--- src/mic_pkg.sv ---
// Constants, field layout and carrier types of the interrupt controller
// Summary of operation
// - Seven hardware event sources are latched
// - Hardware vectors only while global enable set
// - Trap vectors to 0x001, clears global enable
// - Return op sets global enable again
// - Flags stay set until software writes 0
// - Flags read back only where enabled
// - Enabled pending flag vectors to 0x008
// - Enable op inside routine allows nesting
// - Timer0 wrap sets flag bit 0
// - Timer1 wrap sets flag bit 3
// - Watchdog expiry in irq mode sets bit 6
// - Masked input pin change sets change flag
// - External select removes pin zero from change
// - Selected edge on pin zero sets flag
// - Falling detector output sets low supply flag
// - Live detector level readable in power reg
// - Finished nonvolatile write sets done flag
// - Timer0 flag and enable at bit 0
// - Timer1 flag and enable at bit 3
// - Wake from low power, vector if enabled
`default_nettype none
package mic_pkg;
    // ========================================
    // Register map (byte addresses)
    localparam logic [7:0] ADR_FLAG   = 8'h00;
    localparam logic [7:0] ADR_ENABLE = 8'h04;
    localparam logic [7:0] ADR_CTRL   = 8'h08;
    localparam logic [7:0] ADR_PWR1   = 8'h0c;
    localparam logic [7:0] ADR_CORE   = 8'h10;
    // ========================================
    // Event bit positions
    localparam int NUM_EV  = 7;
    localparam int EV_T0   = 0;
    localparam int EV_PCHG = 1;
    localparam int EV_EXT  = 2;
    localparam int EV_T1   = 3;
    localparam int EV_LVD  = 4;
    localparam int EV_NVW  = 5;
    localparam int EV_WDT  = 6;
    // ========================================
    // Control register fields
    localparam int NUM_PINS  = 6;
    localparam int CTL_MASK  = 0;
    localparam int CTL_XSEL  = 6;
    localparam int CTL_EDGE  = 7;
    localparam int CTL_LOWV  = 8;
    localparam int CTL_WDIRQ = 9;
    localparam int CTL_W     = 10;
    localparam int PWR1_LIVE = 6;
    localparam int CORE_GLB  = 0;
    // ========================================
    // Reset values and vectors
    localparam logic [NUM_EV-1:0] FLAG_RST = 7'h00;
    localparam logic [NUM_EV-1:0] EN_RST   = 7'h00;
    localparam logic [CTL_W-1:0]  CTL_RST  = 10'h000;
    localparam int                PC_W     = 10;
    localparam logic [PC_W-1:0]   VEC_TRAP = 10'h001;
    localparam logic [PC_W-1:0]   VEC_HW   = 10'h008;
    localparam logic [PC_W-1:0]   VEC_NONE = 10'h000;
    // ========================================
    // Carriers
    typedef struct packed {
        logic boundary;
        logic trap_op;
        logic enable_all_op;
        logic disable_all_op;
        logic return_from_isr_op;
    } mic_core_op_s;
    typedef struct packed {
        logic            valid;
        logic [PC_W-1:0] addr;
    } mic_vector_s;
endpackage
`default_nettype wire

--- src/mic_ctrl.sv ---
// Interrupt controller: event latching, vectoring and Wishbone registers
`timescale 1ns/1ns
`default_nettype none
module mic_ctrl
    import mic_pkg::*;
(
    input  wire logic                clk_i,
    input  wire logic                rst_i,
    input  wire logic                wb_cyc_i,
    input  wire logic                wb_stb_i,
    input  wire logic                wb_we_i,
    input  wire logic [7:0]          wb_adr_i,
    input  wire logic [3:0]          wb_sel_i,
    input  wire logic [31:0]         wb_dat_i,
    output logic      [31:0]         wb_dat_o,
    output logic                     wb_ack_o,
    input  wire mic_core_op_s        core_op_i,
    input  wire logic                low_power_i,
    input  wire logic                timer0_wrap_i,
    input  wire logic                timer1_wrap_i,
    input  wire logic                wdt_expire_i,
    input  wire logic [NUM_PINS-1:0] port_b_pin_i,
    input  wire logic [NUM_PINS-1:0] port_b_is_input_i,
    input  wire logic                low_supply_level_i,
    input  wire logic                nv_write_done_i,
    output mic_vector_s              vector_o,
    output logic                     global_irq_enable_o,
    output logic                     wake_o
);
    // ========================================
    // Bus decode
    function automatic logic hit(input logic [7:0] a, input logic [7:0] r);
        hit = (a == r);
    endfunction

    logic [NUM_EV-1:0]   event_flag_reg;
    logic [NUM_EV-1:0]   event_enable_reg;
    logic [CTL_W-1:0]    ctrl_reg;
    logic                global_irq_enable;
    logic [NUM_PINS-1:0] pin_q;
    logic                lvd_q;

    // Reads load on the taking edge; writes land on the ack edge
    wire bus_req = wb_cyc_i & wb_stb_i & ~wb_ack_o;
    wire xfer_ok = wb_cyc_i & wb_stb_i & wb_ack_o;
    wire wr_lo   = xfer_ok & wb_we_i & wb_sel_i[0];
    wire wr_hi   = xfer_ok & wb_we_i & wb_sel_i[1];
    wire wr_flag = wr_lo & hit(wb_adr_i, ADR_FLAG);
    wire wr_en   = wr_lo & hit(wb_adr_i, ADR_ENABLE);
    wire wr_ctl0 = wr_lo & hit(wb_adr_i, ADR_CTRL);
    wire wr_ctl1 = wr_hi & hit(wb_adr_i, ADR_CTRL);

    // ========================================
    // Event detection
    wire [NUM_PINS-1:0] pin_change_mask = ctrl_reg[CTL_MASK +: NUM_PINS];
    wire ext_pin_irq_select  = ctrl_reg[CTL_XSEL];
    wire ext_edge_polarity   = ctrl_reg[CTL_EDGE];
    wire low_supply_detect_on = ctrl_reg[CTL_LOWV];
    wire wdt_irq_mode        = ctrl_reg[CTL_WDIRQ];

    wire [NUM_PINS-1:0] pin0_mask = NUM_PINS'(ext_pin_irq_select);
    wire [NUM_PINS-1:0] pchg_sel =
        pin_change_mask & port_b_is_input_i & ~pin0_mask;
    wire pchg_ev = |((port_b_pin_i ^ pin_q) & pchg_sel);
    wire rise0   = port_b_pin_i[0] & ~pin_q[0];
    wire fall0   = ~port_b_pin_i[0] & pin_q[0];
    wire ext_ev  = ext_pin_irq_select &
                   (ext_edge_polarity ? rise0 : fall0);
    wire lvd_ev  = low_supply_detect_on & lvd_q &
                   ~low_supply_level_i;

    wire [NUM_EV-1:0] ev_set;
    assign ev_set[EV_T0]   = timer0_wrap_i;
    assign ev_set[EV_PCHG] = pchg_ev;
    assign ev_set[EV_EXT]  = ext_ev;
    assign ev_set[EV_T1]   = timer1_wrap_i;
    assign ev_set[EV_LVD]  = lvd_ev;
    assign ev_set[EV_NVW]  = nv_write_done_i;
    assign ev_set[EV_WDT]  = wdt_expire_i & wdt_irq_mode;

    // Writing 0 clears; a same-cycle event still wins
    wire [NUM_EV-1:0] flag_clr =
        wr_flag ? ~wb_dat_i[NUM_EV-1:0] : '0;
    wire [NUM_EV-1:0] next_flag =
        (event_flag_reg & ~flag_clr) | ev_set;

    // ========================================
    // Vectoring
    wire pending  = |(event_flag_reg & event_enable_reg);
    wire bnd      = core_op_i.boundary;
    wire take_sw  = bnd & core_op_i.trap_op;
    wire take_hw  = bnd & ~core_op_i.trap_op &
                    global_irq_enable & pending;
    wire set_glb  = bnd & (core_op_i.enable_all_op |
                           core_op_i.return_from_isr_op);
    wire clr_glb  = bnd & core_op_i.disable_all_op;
    // Vector entry outranks an op that would set the enable again
    wire next_glb = (take_sw | take_hw) ? 1'b0 :
                    set_glb ? 1'b1 :
                    clr_glb ? 1'b0 : global_irq_enable;
    wire [PC_W-1:0] next_addr = take_sw ? VEC_TRAP :
                                take_hw ? VEC_HW : VEC_NONE;

    // ========================================
    // Read mux
    wire [NUM_EV-1:0] flag_view = event_flag_reg & event_enable_reg;
    wire [31:0] rd_data =
        hit(wb_adr_i, ADR_FLAG)   ? 32'(flag_view) :
        hit(wb_adr_i, ADR_ENABLE) ? 32'(event_enable_reg) :
        hit(wb_adr_i, ADR_CTRL)   ? 32'(ctrl_reg) :
        hit(wb_adr_i, ADR_PWR1)   ?
            32'(low_supply_level_i) << PWR1_LIVE :
        hit(wb_adr_i, ADR_CORE)   ?
            32'(global_irq_enable) << CORE_GLB : 32'h0000_0000;

    wire [CTL_W-1:0] next_ctrl = {
        wr_ctl1 ? wb_dat_i[CTL_W-1:8] : ctrl_reg[CTL_W-1:8],
        wr_ctl0 ? wb_dat_i[7:0]       : ctrl_reg[7:0]};

    // ========================================
    // Registers
    always_ff @(posedge clk_i)
    begin
        if (rst_i)
        begin
            event_flag_reg   <= FLAG_RST;
            event_enable_reg <= EN_RST;
            ctrl_reg         <= CTL_RST;
            global_irq_enable <= 1'b0;
            wb_ack_o         <= 1'b0;
            wb_dat_o         <= 32'h0000_0000;
            vector_o         <= '0;
            wake_o           <= 1'b0;
        end
        else
        begin
            event_flag_reg   <= next_flag;
            event_enable_reg <= wr_en ? wb_dat_i[NUM_EV-1:0]
                                      : event_enable_reg;
            ctrl_reg         <= next_ctrl;
            global_irq_enable <= next_glb;
            wb_ack_o         <= bus_req;
            wb_dat_o         <= bus_req ? rd_data : wb_dat_o;
            vector_o         <= '{valid: take_sw | take_hw,
                                  addr:  next_addr};
            // Core sleeps on; vector choice waits for its next boundary
            wake_o           <= low_power_i & pending;
        end
    end

    // History for edges; pins see no edge on first sample after reset, supply history resets high so a low level reads as a fall
    always_ff @(posedge clk_i)
    begin
        pin_q <= port_b_pin_i;
        lvd_q <= rst_i ? 1'b1 : low_supply_level_i;
    end

    assign global_irq_enable_o = global_irq_enable;
endmodule
`default_nettype wire

--- config.mk ---
export PLATFORM = sky130hd
export DESIGN_NAME = mic_ctrl
export DESIGN_NICKNAME = d
export VERILOG_FILES = /design/src/mic_pkg.sv /design/src/mic_ctrl.sv
export SDC_FILE = /design/constraint.sdc
export NUM_CORES = 1
export LEC_CHECK = 0
export ABC_CLOCK_PERIOD_IN_PS = 1850
export BUFFER_PORTS_ARGS = -buffer_cell sky130_fd_sc_hd__buf_2
export CAP_MARGIN = 25
export CORE_ASPECT_RATIO = 0.7
export CORE_MARGIN = 3
export CORE_UTILIZATION = 40
export DETAILED_ROUTE_END_ITERATION = 16
export GPL_TIMING_DRIVEN = 0
export MAX_ROUTING_LAYER = met4
export PLACE_DENSITY = 0.83
export SLEW_MARGIN = 40
export SYNTH_ARGS = -nofsm -noshare
export SYNTH_HDL_FRONTEND = slang
export SYNTH_SLANG_ARGS = --single-unit
--- constraint.sdc ---
create_clock -name clk_i -period 1.85 [get_ports clk_i]
set_clock_uncertainty 0.2 [all_clocks]
set_input_delay 0.185 -clock clk_i [delete_from_list [all_inputs] [get_ports clk_i]]
set_output_delay 0.185 -clock clk_i [all_outputs]
set_load 0.02 [all_outputs]
======== Word-level counts from Yosys, hierarchy flattened ========
Cells that the tools add are included.
storage, ports and cells
  input bits .............................. 72
  logic and storage cells ................. 74
  flip-flop bits (word level) ............. 71
cells by class
  reductions and logical operators ........ 6
  bitwise operators ....................... 40
  mux-type cells .......................... 11
  equal/unequal tests ..................... 4
operators with widths
  operator                                                                count
  10-bit 2-to-1 mux                                                       3
  1-bit AND                                                               23
  6-bit AND                                                               3
  8-bit by 4-bit equality test with 1-bit output (second input constant)  2
  7-bit AND                                                               2
  7-bit 2-to-1 mux                                                        2
  7-bit NOT                                                               2
  8-bit by 3-bit equality test with 1-bit output (second input constant)  1
  8-bit by 5-bit equality test with 1-bit output (second input constant)  1
  8-bit zero test                                                         1
  7-bit bitwise OR                                                        1
  7-bit OR reduction                                                      1
  1-bit NOT with 6-bit output                                             1
  6-bit OR reduction                                                      1
  6-bit bitwise XOR                                                       1
  1-bit 2-to-1 mux                                                        5
  1-bit NOT                                                               5
  4-bit 2-to-1 mux                                                        1
  2-bit OR reduction                                                      2
  1-bit bitwise OR                                                        2
  2-bit nonzero test                                                      1

======== Depth between registers and ports, before layout ========
Gate-level depths: netlist of run 1.
  word-level depth ........................ 9
  gate-level depth with buffers ........... 6
  depth with buffers taken out ............ 5

======== Least setup slack after synthesis of run 1 ========
No wires, ideal clock.
  kind .................................... flip-flop to flip-flop
  start point ............................. reg wb_ack_o
  end point ............................... reg event_enable_reg[0]
  path slack .............................. 29 ps
  stages on the path, launching flop included .. 5
  setup time .............................. 128 ps
  arrival time ............................ 1494 ps
  clock period less this slack ............ 1821 ps
  buffers on the path ..................... 0
  cells stage by stage .................... dfxtp_1 > nand4_1 > nor4_4 > mux2i_1 > nor2_1
on the way
  longest elaborated chain between the ends .. 4
ends and longest elaborated chain
  element                   RTL line         source
  start: declaration        mic_ctrl.sv:16   output logic wb_ack_o,
  start signal: assignment  mic_ctrl.sv:142  wb_ack_o <= bus_req;
  1-bit AND                 mic_ctrl.sv:45   wire xfer_ok = wb_cyc_i & wb_stb_i & wb_ack_o;
  1-bit AND (2 in series)   mic_ctrl.sv:46   wire wr_lo = xfer_ok & wb_we_i & wb_sel_i[0];
  1-bit AND                 mic_ctrl.sv:49   wire wr_en = wr_lo & hit(wb_adr_i, ADR_ENABLE);
  end signal: assignment    mic_ctrl.sv:138  event_enable_reg <= wr_en ? wb_dat_i[NUM_EV-1:0]
  end: declaration          mic_ctrl.sv:37   logic [NUM_EV-1:0] event_enable_reg;
Every way passes these cells.
A chain may end at the register's enable or synchronous reset.

======== Final worst setup path of run 1 ========
  start point ............................. reg wb_ack_o
  end point ............................... reg event_enable_reg[1]
The elaborated chain is that of the path after synthesis.

==> results.json, run 1 <==
{
  "grt_start_max_net_pins": 15,
  "syn_to_final_growth_pct": 40.6,
  "tns_ns": 0,
  "numCtsBuffers": 5,
  "leakage_uw": 0.00137,
  "portBuffers": 61,
  "share_comb_of_total_power_pct": 14.2,
  "place_congestion": 0.893,
  "yosys-top-cells-area": "dfxtp_1 43%, buf_4 10%, a21oi_1 5.9%",
  "path_class": "reg -> reg",
  "syn_area_per_cell_um2": 8.61,
  "crit_path_end_kind": "flip-flop",
  "vias_per_cell": 4.93,
  "clk_pin_slew_worst_paths_ns": 0.09,
  "wl_per_cell_um": 14.7,
  "nets": 453,
  "rsz0062_at_grt": "no",
  "multi_input_area_um2": 1110,
  "critPathBufInv": 1,
  "clockRootBuffer": "clkbuf_8",
  "vias": 2215,
  "dieWidth_um": 94.9,
  "drt_wl_total_um": 6590,
  "firstDrtPassIters": 4,
  "synthCells": 257,
  "fin_crit_sh_pct": 92.7,
  "max-slew-margin-rel_pct": 63.7,
  "clock_sinks": 47,
  "yosys-top-cells-count": "47 x dfxtp_1, 30 x buf_4, 26 x a21oi_1, 22 x nand2_1",
  "row_count": 21,
  "setup_viol": 0,
  "p_switching_uw": 530,
  "crit_chain": "nand4_1 -> nor4_4 -> buf_12 -> mux2i_1 -> nor2_1",
  "htreeDepth": 2,
  "start_kind": "flip-flop",
  "nFillCells": 462,
  "ant_nets": 0,
  "p_per_area_nw_per_um2": 685,
  "die_area_um2": 6480,
  "status": "finished clean",
  "power_uw": 2130,
  "worst_pin_slew_ns": 0.544,
  "worstSkewPairLatency_ns": 0.31,
  "ys_seq_area_share_pct": 42.5,
  "grt_pass1_vias": 2015,
  "drv_cap": 0,
  "place_hpwl_um": 4880,
  "fp.dieH_um": 68.2,
  "pwr-share-clk_pct": 37.2,
  "synthDistinctLibCells": 38,
  "intPower_uw": 1600,
  "critPathRequiredTime_ns": 1.83,
  "yosysWarnings": 0,
  "crit_fanout": 7,
  "n_antenna_cell": 0,
  "cp.depth": 5,
  "yosysTopAreaCellShare_pct": 42.5,
  "netlist_area_um2": 2210,
  "sw_frac_of_total_pct": 24.8,
  "ios": 118,
  "clockBufferDepth": 2,
  "finalMaxSlewViolations": 0,
  "r2r_cells": 5,
  "seq_area_um2": 942,
  "tritoncts": "built",
  "start_util_pct": 43.9,
  "hp-class": "in -> reg",
  "cp.arrival_ns": 1.70,
  "hold_violations": 0,
  "crit_family": "simple AND/OR/NAND/NOR gates",
  "finish.instance_area_um2": 3110,
  "synth_edf_count": 0,
  "crit_slowest_cell": "dfxtp_2",
  "grt_first_pass_wirelength_um": 10200,
  "synthArstFlopShare_pct": 0,
  "peakVddDrop_uv": 422,
  "drive_above_1_share_pct": 29.7,
  "synth_flop_cell": "dfxtp_1",
  "max_freq_mhz": 583,
  "grtUsageTotal_pct": 21.6,
  "antenna_found_initial": 0,
  "fin_crit_ns": 1.71,
  "sequentialPowerShare_pct": 48.7,
  "dpl_cell_area_um2": 2710,
  "fp.coreArea_um2": 5040,
  "drc": 0,
  "drtIter0Drc": 143,
  "max_stage_delay_ns": 0.37,
  "synth_most_common_cell": "dfxtp_1",
  "hold_path_depth": 3,
  "grt_overflow": 0,
  "ys_ff_latch": 47,
  "yosysTopAreaCell": "dfxtp_1"
}
==> metal layers <==
metal	GRT usage [%]	wire length (um)	vias up
met1	29.5	2900	1002
met5	-	0	-
met4	5.04	66	0
met3	6.15	704	11
li1	-	-	1093
met2	31.8	2920	109
==> power groups by stage <==
stage / clock network, uW / registers (uW) / logic, uW
6_report: 793 / 1040 / 302
5_1_grt: 859 / 1040 / 331
4_1_cts: 804 / 1040 / 293
3_5_place_dp: 0 / 1060 / 253
3_3_place_gp: 0 / 1060 / 249
2_1_floorplan: 0 / 1060 / 165
==> through the flow <==
step	utilization [%]	hold WS [ns]	setup slack, ns	instances
after global placement	53.8	0.112	-0.259	416
after global routing	61.7	0.0286	0.0249	449
after detailed placement	53.8	0.115	-0.399	416
after CTS	61.3	0.0130	0.0437	448
after floorplan	-	0.0127	0.0289	286
final	61.7	0.0218	0.136	449
==> cell type report <==
class,count,area share (%)
timing repair buffer,86,18.1
inverter,8,0.965
tap,69,2.77
buffer,40,8.56
clock buffer,6,2.65
multi-input combinational,191,35.6
sequential,47,30.3
clock inverter,2,1.13
==> worst register-to-register path, stage by stage (launching register included) <==
cell and delay, ns:
dfxtp_2 0.37, nand4_1 0.23, nor4_4 0.34, buf_12 0.17, mux2i_1 0.21, nor2_1 0.06
==> final timing paths <==
check | from | endpoint | slack, ns
max | wb_ack_o | event_enable_reg[1] | 0.14
min reg2reg | wb_dat_o[8] | wb_dat_o[8] | 0.25
max reg2reg | wb_ack_o | event_enable_reg[1] | 0.14
min | wdt_expire_i | event_flag_reg[6] | 0.02
==> logic make-up (layout without fill, tap and decap cells) <==
kind of cell / after synthesis / after routing / share of synthesized area (%)
other cells: 1 / 30 / 0.169
mux: 11 / 11 / 5.03
xor+xnor: 5 / 5 / 1.98
simple gates: 82 / 82 / 19.4
compound gates: 61 / 61 / 16.5
fa+ha+maj: 2 / 2 / 1.13
flops: 47 / 47 / 42.5
buf+inv: 48 / 142 / 13.3
==> repair_timing <==
item,4_1_cts,5_1_grt
resized for setup,2,4
setup buffers,1,1
endpoints found under the hold margin,30,0
hold buffers,23,0
endpoints found under the setup margin,10,16
pin swaps,1,2
==> placed cells by master (no fill, tap or decap), drive strengths merged, types with 2 or more instances in the layout <==
cell type	netlist	final
clkbuf	6	12
a211o	5	5
o2111ai	2	2
nor3	3	3
nand3	17	17
nand4	2	2
and3	2	2
o211ai	5	5
nor2	17	17
a22oi	2	2
xor2	5	5
nand2	22	22
mux2i	10	10
conb	1	30
dfxtp	47	47
buf	34	97
a21oi	26	26
o21ai	16	16
or2	3	3
ha	2	2
a31oi	2	2
nand3b	5	5
dlygate4sd3	0	23
and4	2	2
nor4	3	3
inv	8	8
Power figures use the tool's default switching activity.
==> inputs of run 2 (changes only) <==
--- a/config.mk
+++ b/config.mk
@@ -15,6 +15,7 @@
 export GPL_TIMING_DRIVEN = 0
 export MAX_ROUTING_LAYER = met4
 export PLACE_DENSITY = 0.83
+export SETUP_SLACK_MARGIN = 0.15
 export SLEW_MARGIN = 40
 export SYNTH_ARGS = -nofsm -noshare
 export SYNTH_HDL_FRONTEND = slang
==> results.json, run 2 (same netlist as run 1, synthesis figures left out) <==
{
  "crit_fanout": 7,
  "peakVddDrop_uv": 296,
  "antenna_found_initial": 0,
  "fp.dieH_um": 68.2,
  "n_antenna_cell": 0,
  "worstSkewPairLatency_ns": 0.30,
  "drive_above_1_share_pct": 30.0,
  "worst_pin_slew_ns": 0.555,
  "drtIter0Drc": 217,
  "intPower_uw": 1460,
  "setup_viol": 0,
  "clockRootBuffer": "clkbuf_8",
  "final_core_util_pct": 61.3,
  "rr_startpoint": "wb_ack_o",
  "layout_commonest_cell": "buf_2",
  "nFillCells": 451,
  "numCtsBuffers": 5,
  "htreeDepth": 2,
  "crit_path_end_kind": "flip-flop",
  "pwr-share-clk_pct": 31.7,
  "vias_per_cell": 5.06,
  "syn_to_final_growth_pct": 39.7,
  "drc": 0,
  "portBuffers": 61,
  "hp-class": "in -> reg",
  "sw_frac_of_total_pct": 25.6,
  "ant_nets": 0,
  "most-common-layout-cells": "63 x buf_2, 46 x dfxtp_1, 31 x buf_4",
  "whs_ns": 0.0252,
  "rsz0062_at_grt": "yes",
  "sequentialPowerShare_pct": 52.8,
  "firstDrtPassIters": 5,
  "grt_first_pass_wirelength_um": 9420,
  "fin_crit_sh_pct": 88.9,
  "clockBufferDepth": 2,
  "drt_wl_total_um": 6270,
  "dieWidth_um": 94.9,
  "grt_pass1_vias": 1932,
  "clk_pin_slew_worst_paths_ns": 0.08,
  "vias": 2273,
  "cp.arrival_ns": 1.62,
  "start_kind": "primary input",
  "fp.coreArea_um2": 5040,
  "max-slew-margin-rel_pct": 63.0,
  "reg2reg_to": "event_enable_reg[1]",
  "fin_crit_ns": 1.65,
  "row_count": 21,
  "place_hpwl_um": 4780,
  "seq_area_um2": 942,
  "hold_end": "event_flag_reg[1]",
  "nets": 454,
  "dpl_cell_area_um2": 2720,
  "multi_input_area_um2": 1110,
  "place_congestion": 0.926,
  "grt_overflow": 0,
  "leakage_uw": 0.00136,
  "p_per_area_nw_per_um2": 635,
  "finalMaxSlewViolations": 0,
  "clock_sinks": 47,
  "p_switching_uw": 502,
  "ios": 118,
  "grtUsageTotal_pct": 19.7,
  "max_freq_mhz": 608,
  "wl_per_cell_um": 14.0,
  "hold_violations": 0,
  "hold_path_depth": 3,
  "drv_cap": 0,
  "die_area_um2": 6480,
  "min_from": "port_b_is_input_i[2]",
  "start_util_pct": 43.9,
  "share_comb_of_total_power_pct": 15.5,
  "finish.instance_area_um2": 3090,
  "tritoncts": "built",
  "r2r_setup_slack_ns": 0.21,
  "path_class": "in -> reg",
  "grt_start_max_net_pins": 14,
  "r2r_cells": 5,
  "critPathRequiredTime_ns": 1.82,
  "status": "finished clean"
}
## run 2: area by class of cell
class	instances	area share, %
Buffer	40	8.62
Clock buffer	6	2.67
Clock inverter	1	0.162
Inverter	8	0.971
Multi-Input combinational cell	191	36.1
Sequential cell	47	30.5
Tap cell	69	2.79
Timing Repair Buffer	87	18.3
## run 2: power groups by stage
| stage | registers, uW | clock network (uW) | logic [uW] |
|---|---|---|---|
| floorplan | 1060 | 0 | 165 |
| global placement | 1060 | 0 | 249 |
| detailed placement | 1060 | 0 | 253 |
| CTS | 1040 | 632 | 294 |
| global route | 1040 | 673 | 331 |
| finish | 1040 | 622 | 304 |
## run 2: stage by stage
step | cells | TNS, ns | setup slack (ns) | power, uW
floorplan | 286 | 0 | 0.0452 | 1230
global placement | 416 | -4.33 | -0.251 | 1310
detailed placement | 416 | -6.27 | -0.298 | 1310
CTS | 448 | 0 | 0.187 | 1960
global route | 449 | 0 | 0.135 | 2040
finish | 449 | 0 | 0.204 | 1960
## run 2: worst max-delay path by stage
stage                 from                  end  slack (ns)  cells after the start
2_1_floorplan  wb_adr_i[1]  event_enable_reg[0]        0.05                      4
3_3_place_gp   wb_adr_i[1]    event_flag_reg[1]       -0.25                      5
3_5_place_dp   wb_adr_i[1]    event_flag_reg[1]       -0.30                      5
4_1_cts           wb_ack_o          ctrl_reg[9]        0.19                      4
5_1_grt           wb_ack_o          ctrl_reg[8]        0.13                      4
6_report       wb_adr_i[1]  event_enable_reg[1]        0.20                      6
## run 2: worst max-delay path: stages
cell and delay, ns:
buf_2 0.12, or4_4 0.57, nor4_4 0.30, buf_6 0.19
mux2i_1 0.19, nor2_1 0.05
## run 2: timing repair
action | in CTS | in global routing
endpoints found under the setup margin | 26 | 23
resized for setup | 2 | 6
pin swaps | 1 | 5
hold buffers | 24 | 0
buffers inserted | 1 | 1
endpoints found under the hold margin | 32 | 0
## run 2: routing by layer
layer / vias up / global-route usage [%] / share of wire [%]
li1: 1093 / - / -
met1: 1042 / 27.3 / 45
met2: 123 / 28.9 / 43
met3: 15 / 4.40 / 9.5
met4: 0 / 5.58 / 1.7
met5: - / - / 0
